--- src/core/pwm_cfg_pkg.sv ---
// package: register map, field positions and types of the pwm configuration/lock block
package pwm_cfg_pkg;

    localparam int ADDR_W = 8;

    // byte register offsets
    localparam logic [7:0] OFS_TIMEBASE_ALIGN = 8'h00;
    localparam logic [7:0] OFS_POLARITY_ACCEL = 8'h01;
    localparam logic [7:0] OFS_WAIT_FREEZE_SWAP = 8'h03;
    localparam logic [7:0] OFS_GEN_A_LO = 8'h20;
    localparam logic [7:0] OFS_GEN_A_HI = 8'h27;
    localparam logic [7:0] OFS_GEN_BC_LO = 8'h28;
    localparam logic [7:0] OFS_GEN_BC_HI = 8'h37;

    // timebase_alignment_config fields
    localparam int BIT_LOCK = 7;
    localparam int BIT_MULTI_TB = 6;
    localparam int BIT_ALIGN_C = 5;
    localparam int BIT_ALIGN_B = 4;
    localparam int BIT_ALIGN_A = 3;
    localparam int BIT_INDEP_C = 2;
    localparam int BIT_INDEP_B = 1;
    localparam int BIT_INDEP_A = 0;

    // polarity_accel_config fields
    localparam int BIT_ACCEL_EN = 7;
    localparam logic [7:0] POLARITY_ACCEL_WMASK = 8'hBF;

    // wait_freeze_swap_config fields
    localparam int BIT_WAIT_OFF = 7;
    localparam int BIT_FREEZE_OFF = 6;
    localparam int VLM_LSB = 3;
    localparam logic [7:0] WFS_FREE_WMASK = 8'hC0;
    localparam logic [7:0] WFS_ACCEL_WMASK = 8'h1F;

    // reset values
    localparam logic [7:0] RST_TIMEBASE_ALIGN = 8'h00;
    localparam logic [7:0] RST_POLARITY_ACCEL = 8'h00;
    localparam logic [7:0] RST_WAIT_FREEZE_SWAP = 8'h00;
    localparam logic [7:0] RST_GEN_REG = 8'h00;

    typedef enum logic [1:0] {
        VLM_INDEPENDENT = 2'b00,
        VLM_ZERO_TO_FIVE = 2'b01,
        VLM_ZERO_TO_THREE = 2'b10,
        VLM_RESERVED = 2'b11
    } value_load_mode_t;

    typedef struct packed {
        logic [ADDR_W-1:0] addr;
        logic [7:0] wdata;
        logic wr;
        logic rd;
    } reg_req_t;

    typedef struct packed {
        logic multi_timebase_select;
        logic [2:0] edge_aligned;    // per pair c,b,a: 1 edge, 0 center
        logic [2:0] independent;     // per pair c,b,a: 1 independent, 0 complementary
        logic [2:0] swap;            // per pair c,b,a
        value_load_mode_t value_load_mode;
        logic [5:0] invert;          // per channel
    } pair_cfg_t;

endpackage

--- src/core/pwm_pair_config_lock.sv ---
// pwm pair configuration, polarity and write-protect lock block
//
// Operation
// - lock bit blocks writes to protectable registers
// - lock bit cannot be cleared by write
// - multi timebase bit sticky until reset
// - multi timebase opens generator b/c range
// - single timebase: b/c range reads zero
// - alignment bit: 0 center, 1 edge
// - single timebase: pair a alignment everywhere
// - operation bit: 0 complementary, 1 independent
// - alignment and operation bits lock-protected
// - polarity/accel register readable, frozen when locked
// - positive polarity: high when count<=width
// - negative polarity: low when count<=width
// - six polarity bits map channels 0..5
// - accel bit gates load-mode and swap writes
// - load mode codes: 00/11 independent, 01, 10
//
// The implementer's own choices: the strobed register port and the address map.
`timescale 1ns/10ps
module pwm_pair_config_lock
    import pwm_cfg_pkg::*;
#(
    parameter int CNT_W = 15
) (
    input wire logic mclk,                     // peripheral clock
    input wire logic reset,                    // synchronous reset, active high
    input wire logic [ADDR_W-1:0] addr,        // register byte offset
    input wire logic [7:0] wdata,              // write data
    input wire logic wr,                       // write strobe
    input wire logic rd,                       // read strobe
    input wire logic [5:0][CNT_W-1:0] count,   // counter value seen by each channel
    input wire logic [5:0][CNT_W-1:0] width,   // pulse-width value of each channel
    output logic [7:0] rdata,                  // read data, valid the cycle after rd
    output logic lock,                         // write-protect lock state
    output pair_cfg_t cfg,                     // effective configuration for the generators
    output logic [5:0] pwm_channel_outputs     // polarity-applied channel outputs
);

    // ------------------------------------------------------------
    // registers
    // ------------------------------------------------------------
    reg_req_t req;
    logic [7:0] timebase_alignment_config;
    logic [7:0] polarity_accel_config;
    logic [7:0] wait_freeze_swap_config;
    logic [7:0] gen_regs [OFS_GEN_A_LO:OFS_GEN_BC_HI];

    assign req = '{addr: addr, wdata: wdata, wr: wr, rd: rd};

    function automatic logic in_gen_bc(input logic [ADDR_W-1:0] a);
        return (a >= OFS_GEN_BC_LO) && (a <= OFS_GEN_BC_HI);
    endfunction

    function automatic logic in_gen_any(input logic [ADDR_W-1:0] a);
        return (a >= OFS_GEN_A_LO) && (a <= OFS_GEN_BC_HI);
    endfunction

    wire logic locked = timebase_alignment_config[BIT_LOCK];
    wire logic multi_tb = timebase_alignment_config[BIT_MULTI_TB];
    wire logic accel_en = polarity_accel_config[BIT_ACCEL_EN];

    // ------------------------------------------------------------
    // timebase / alignment register
    // ------------------------------------------------------------
    always_ff @(posedge mclk) begin
        if (reset) begin
            timebase_alignment_config <= RST_TIMEBASE_ALIGN;
        end else if (req.wr && req.addr == OFS_TIMEBASE_ALIGN) begin
            // lock and multi-timebase only ever set; reset is the sole clear
            if (req.wdata[BIT_LOCK]) begin
                timebase_alignment_config[BIT_LOCK] <= 1'b1;
            end
            if (req.wdata[BIT_MULTI_TB]) begin
                timebase_alignment_config[BIT_MULTI_TB] <= 1'b1;
            end
            // alignment and operation bits freeze once locked, silently
            if (!locked) begin
                timebase_alignment_config[5:0] <= req.wdata[5:0];
            end
        end
    end

    // ------------------------------------------------------------
    // polarity / acceleration register
    // ------------------------------------------------------------
    always_ff @(posedge mclk) begin
        if (reset) begin
            polarity_accel_config <= RST_POLARITY_ACCEL;
        end else if (req.wr && req.addr == OFS_POLARITY_ACCEL && !locked) begin
            polarity_accel_config <= req.wdata & POLARITY_ACCEL_WMASK;
        end
    end

    // ------------------------------------------------------------
    // wait/freeze/swap register: accel-gated fields
    // ------------------------------------------------------------
    always_ff @(posedge mclk) begin
        if (reset) begin
            wait_freeze_swap_config <= RST_WAIT_FREEZE_SWAP;
        end else if (req.wr && req.addr == OFS_WAIT_FREEZE_SWAP) begin
            wait_freeze_swap_config[7:6] <= req.wdata[7:6];
            if (accel_en) begin
                wait_freeze_swap_config[4:0] <= req.wdata[4:0];
            end
        end
    end

    // ------------------------------------------------------------
    // generator register range, upper 16 b/c bytes only with multi timebase
    // ------------------------------------------------------------
    always_ff @(posedge mclk) begin
        if (reset) begin
            for (int i = OFS_GEN_A_LO; i <= OFS_GEN_BC_HI; i++) begin
                gen_regs[i] <= RST_GEN_REG;
            end
        end else if (req.wr && in_gen_any(req.addr) && (multi_tb || !in_gen_bc(req.addr))) begin
            gen_regs[req.addr] <= req.wdata;
        end
    end

    // ------------------------------------------------------------
    // read path, one cycle latency, unmapped reads zero
    // ------------------------------------------------------------
    always_ff @(posedge mclk) begin
        if (reset) begin
            rdata <= 8'h00;
        end else if (req.rd) begin
            if (req.addr == OFS_TIMEBASE_ALIGN) begin
                rdata <= timebase_alignment_config;
            end else if (req.addr == OFS_POLARITY_ACCEL) begin
                rdata <= polarity_accel_config;
            end else if (req.addr == OFS_WAIT_FREEZE_SWAP) begin
                rdata <= wait_freeze_swap_config;
            end else if (in_gen_bc(req.addr)) begin
                rdata <= multi_tb ? gen_regs[req.addr] : 8'h00;
            end else if (in_gen_any(req.addr)) begin
                rdata <= gen_regs[req.addr];
            end else begin
                rdata <= 8'h00;
            end
        end else begin
            rdata <= 8'h00;
        end
    end

    // ------------------------------------------------------------
    // effective configuration
    // ------------------------------------------------------------
    always_ff @(posedge mclk) begin
        if (reset) begin
            cfg <= '0;
            lock <= 1'b0;
        end else begin
            lock <= locked;
            cfg.multi_timebase_select <= multi_tb;
            cfg.edge_aligned[0] <= timebase_alignment_config[BIT_ALIGN_A];
            // pairs b and c follow pair a under a single timebase
            cfg.edge_aligned[1] <= multi_tb ? timebase_alignment_config[BIT_ALIGN_B]
                                            : timebase_alignment_config[BIT_ALIGN_A];
            cfg.edge_aligned[2] <= multi_tb ? timebase_alignment_config[BIT_ALIGN_C]
                                            : timebase_alignment_config[BIT_ALIGN_A];
            cfg.independent <= timebase_alignment_config[BIT_INDEP_C:BIT_INDEP_A];
            cfg.swap <= wait_freeze_swap_config[2:0];
            // reserved load-mode code behaves as independent access
            if (value_load_mode_t'(wait_freeze_swap_config[VLM_LSB+:2]) == VLM_RESERVED) begin
                cfg.value_load_mode <= VLM_INDEPENDENT;
            end else begin
                cfg.value_load_mode <= value_load_mode_t'(wait_freeze_swap_config[VLM_LSB+:2]);
            end
            cfg.invert <= polarity_accel_config[5:0];
        end
    end

    // ------------------------------------------------------------
    // channel polarity
    // ------------------------------------------------------------
    generate
        for (genvar ch = 0; ch < 6; ch++) begin : g_chan
            always_ff @(posedge mclk) begin
                if (reset) begin
                    pwm_channel_outputs[ch] <= 1'b0;
                end else begin
                    // inverted channel is low during the active part
                    pwm_channel_outputs[ch] <= (count[ch] <= width[ch]) ^ polarity_accel_config[ch];
                end
            end
        end
    endgenerate

endmodule

--- config.mk ---
export PLATFORM = sky130hd
export DESIGN_NAME = pwm_pair_config_lock
export DESIGN_NICKNAME = d
export VERILOG_FILES = /design/src/core/pwm_cfg_pkg.sv /design/src/core/pwm_pair_config_lock.sv
export SDC_FILE = /design/constraint.sdc
export NUM_CORES = 1
export LEC_CHECK = 0
export BUFFER_PORTS_ARGS = -buffer_cell sky130_fd_sc_hd__clkbuf_2
export CAP_MARGIN = 20
export CORE_AREA = 4 4 170 172
export CTS_CLUSTER_DIAMETER = 30
export DETAILED_ROUTE_END_ITERATION = 10
export DIE_AREA = 0 0 174 176
export PLACE_DENSITY = 0.72
export REMOVE_ABC_BUFFERS = 1
export SETUP_SLACK_MARGIN = 0.3
export SYNTH_ARGS = -nofsm -noshare
export SYNTH_HDL_FRONTEND = slang
export SYNTH_SLANG_ARGS = --single-unit
export TNS_END_PERCENT = 20
--- constraint.sdc ---
create_clock -name mclk -period 6.05 [get_ports mclk]
set_input_delay 1.21 -clock mclk [delete_from_list [all_inputs] [get_ports mclk]]
set_output_delay 1.21 -clock mclk [all_outputs]
set_load 0.05 [all_outputs]
==> impl_metrics.yaml <==
critical_path:
  critical_path_arrival_ns: 3.89
  worstPathMaxFanout: 33
  cp.required_ns: 6.44
  end_kind: "register"
  critical_path.startpoint_type: "input pin"
  critical_path_class: "in2reg"
placement:
  gp_congestion: 0.914
  dp_slack_ns: 2.12
  io_buffers: 232
  dpl_cell_area_sq_um: 14900
  place_hpwl_mm: 24.5
logic_synthesis:
  synth_edf_count: 192
  synthesis.area_sq_um: 13500
  synth_area_per_cell_sq_um: 11.7
  netlist-cell-type-count: 61
  postSynthCellCount: 1157
  yosys_warnings: 0
  ys_seq_area_frac: 0.508
  ys_seq_elements: 247
  async_flop_share: 0
  synthFlopType: "edfxtp_1"
timing:
  slew_violations: 0
  worst_pin_slew_ns: 1.01
  relSlewSlack: 0.320
  fin_crit_ns: 3.50
  finalSetupViolations: 0
  finalSetupTns_ns: 0
  finalWorstSetupSlack_ns: 2.55
  finalHoldViolCount: 0
  fin_skew_ns: 0.0250
  rsz0062_at_grt: "false"
  max_freq_ghz: 0.286
  period_share: 0.578
drt:
  post-route-drc-count: 0
  drt-total-wl_mm: 34.1
  routed-via-count: 9774
  routedWlPerCell_microns: 19.2
  drt_first_pass_iters: 7
  drt-initial-drc-count: 801
  via_per_inst: 5.52
  detail-route-antenna-nets: 0
clock_network:
  clock_tree.root_cell: "clkbuf_16"
  postCtsSetupBuffers: 0
  ctsHoldBuffers: 0
  cts_buffer_depth: 3
  clkTransAtPathRegs_ns: 0.05
  post_cts_resized: 0
  h-tree-depth: 2
  clk_latency_ns: 0.54
  cts_tree: "built"
  clkSinkCount: 247
  cts_inserted_buffers: 46
finish:
  diodes: 0
  syn2layout_area_growth_pct: 21.6
  final_common_cell: "clkbuf_2"
  final_area_sq_um: 16400
  drive_gt1_frac: 0.288
  fill_cells: 2254
  fin_nets: 1677
  final_cell_mix: "230 x clkbuf_2, 192 x edfxtp_1, 181 x and2_1"
floorplanning:
  die_y_microns: 176
  fp-row-count: 61
  die_x_microns: 174
  dieArea_sq_um: 30600
  core-area_sq_um: 27500
  io_pins: 233
  start_util: 0.492
global_route:
  grt_pass1_wl_mm: 53.1
  grt_max_degree: 68
  use_met2: 0.374
  grt_antenna_before_repair: 0
  grt_util_met3: 0.0383
  grt_pass1_vias: 9746
  grt_overflow: 0
  grt.busiest_layer: "met2"
  grtUsageTotal: 0.220
  grtUsageMet1: 0.289
status:
  status: "finished clean"
flow_run:
  max-cap-violations: 0
power_and_ir_drop:
  power_density_nw_per_um2: 292
  leakagePower_nw: 7.27
  ir_drop_v: 0.000294
worst_hold_path:
  hold_path_class: "reg2reg"
==> metrics by stage <==
step	hold slack, ns	std cells	total power [W]	util
floorplan	0.431	1101	0.00215	-
global placement	0.474	1684	0.00235	0.542
detailed placement	0.469	1684	0.00235	0.542
CTS	0.476	1770	0.00481	0.597
global route	0.503	1771	0.00495	0.598
finish	0.471	1771	0.00479	0.598
==> synthesized netlist by cell type (9+ instances only) <==
cell,instances,area (sq um)
mux2_2,11,124
nand2b_1,12,75.1
inv_1,106,398
buf_2,13,65.1
o21ai_0,32,160
or2_2,23,144
clkbuf_1,34,128
nor4_1,12,75.1
and3_1,22,138
dfxtp_1,55,1100
nand4_1,29,181
nor3_1,14,70.1
nand3_1,21,105
nor2_1,43,161
a211oi_1,9,67.6
mux4_2,43,968
mux2i_1,27,270
a21o_1,10,75.1
ha_1,90,1130
edfxtp_1,192,5770
a221oi_1,11,96.3
nor2b_1,18,113
a21oi_1,28,140
nand2_1,44,165
and2_1,181,1130
==> final timing paths <==
kind                                                to  depth (start not counted)  slack [ns]                                      start
min reg2reg                          cfg[7]$_SDFF_PP0_                          1        0.47    wait_freeze_swap_config[3]$_SDFFE_PP0P_
min                                  cfg[7]$_SDFF_PP0_                          1        0.47    wait_freeze_swap_config[3]$_SDFFE_PP0P_
max          timebase_alignment_config[4]$_SDFFE_PP0P_                          6        2.55                                    addr[2]
max reg2reg              gen_regs[54][7]$_SDFFCE_PN0P_                          5        3.70  timebase_alignment_config[6]$_SDFFE_PP0P_
==> power breakdown <==
part	internal, W	total, W	switching [W]
Clock	0.00157	0.00247	0.000893
Combinational	0.000176	0.000422	0.000246
Sequential	0.00188	0.00190	0.0000207
Total	0.00363	0.00479	0.00116
==> critical path, cell delays in order <==
cell and delay [ns]:
clkbuf_2 0.44, or2_2 0.51, nor3_1 0.78, nand3_1 0.56, mux2i_1 0.31, nor2_1 0.06
==> kinds of logic (layout without fill, tap and decap cells) <==
group,Yosys count,count (layout),synth area share
muxes,81,81,0.101
and+or+nand+nor,453,453,0.198
buffers and inverters,162,430,0.0482
adders and majority gates,90,90,0.0834
DFF,247,247,0.508
AOI/OAI and AO/OA,124,124,0.0611
==> per-layer routing <==
| metal | vias to the layer above | part of all wire |
|---|---|---|
| li1 | 4680 | - |
| met1 | 4603 | 0.40 |
| met2 | 423 | 0.49 |
| met3 | 68 | 0.075 |
| met4 | 0 | 0.031 |
| met5 | - | 0 |
==> state kept, by name, indices dropped and copies added (netlist names) <==
register and count:
wait_freeze_swap_config 7, rdata 8, cfg 18, timebase_alignment_config 8, pwm_channel_outputs 6, lock 1
gen_regs 192, polarity_accel_config 7
==> final cells by class <==
cell class / count / area, sq um / share of cell area
multi-input cells: 748 / 5990 / 0.365
clock inverters: 32 / 294 / 0.0179
inverters: 106 / 398 / 0.0242
flip-flops and latches: 247 / 6870 / 0.418
clock buffers: 54 / 1230 / 0.0751
well taps: 346 / 433 / 0.0264
repair buffers: 238 / 1210 / 0.0735
(Power assumes the default switching activity.)
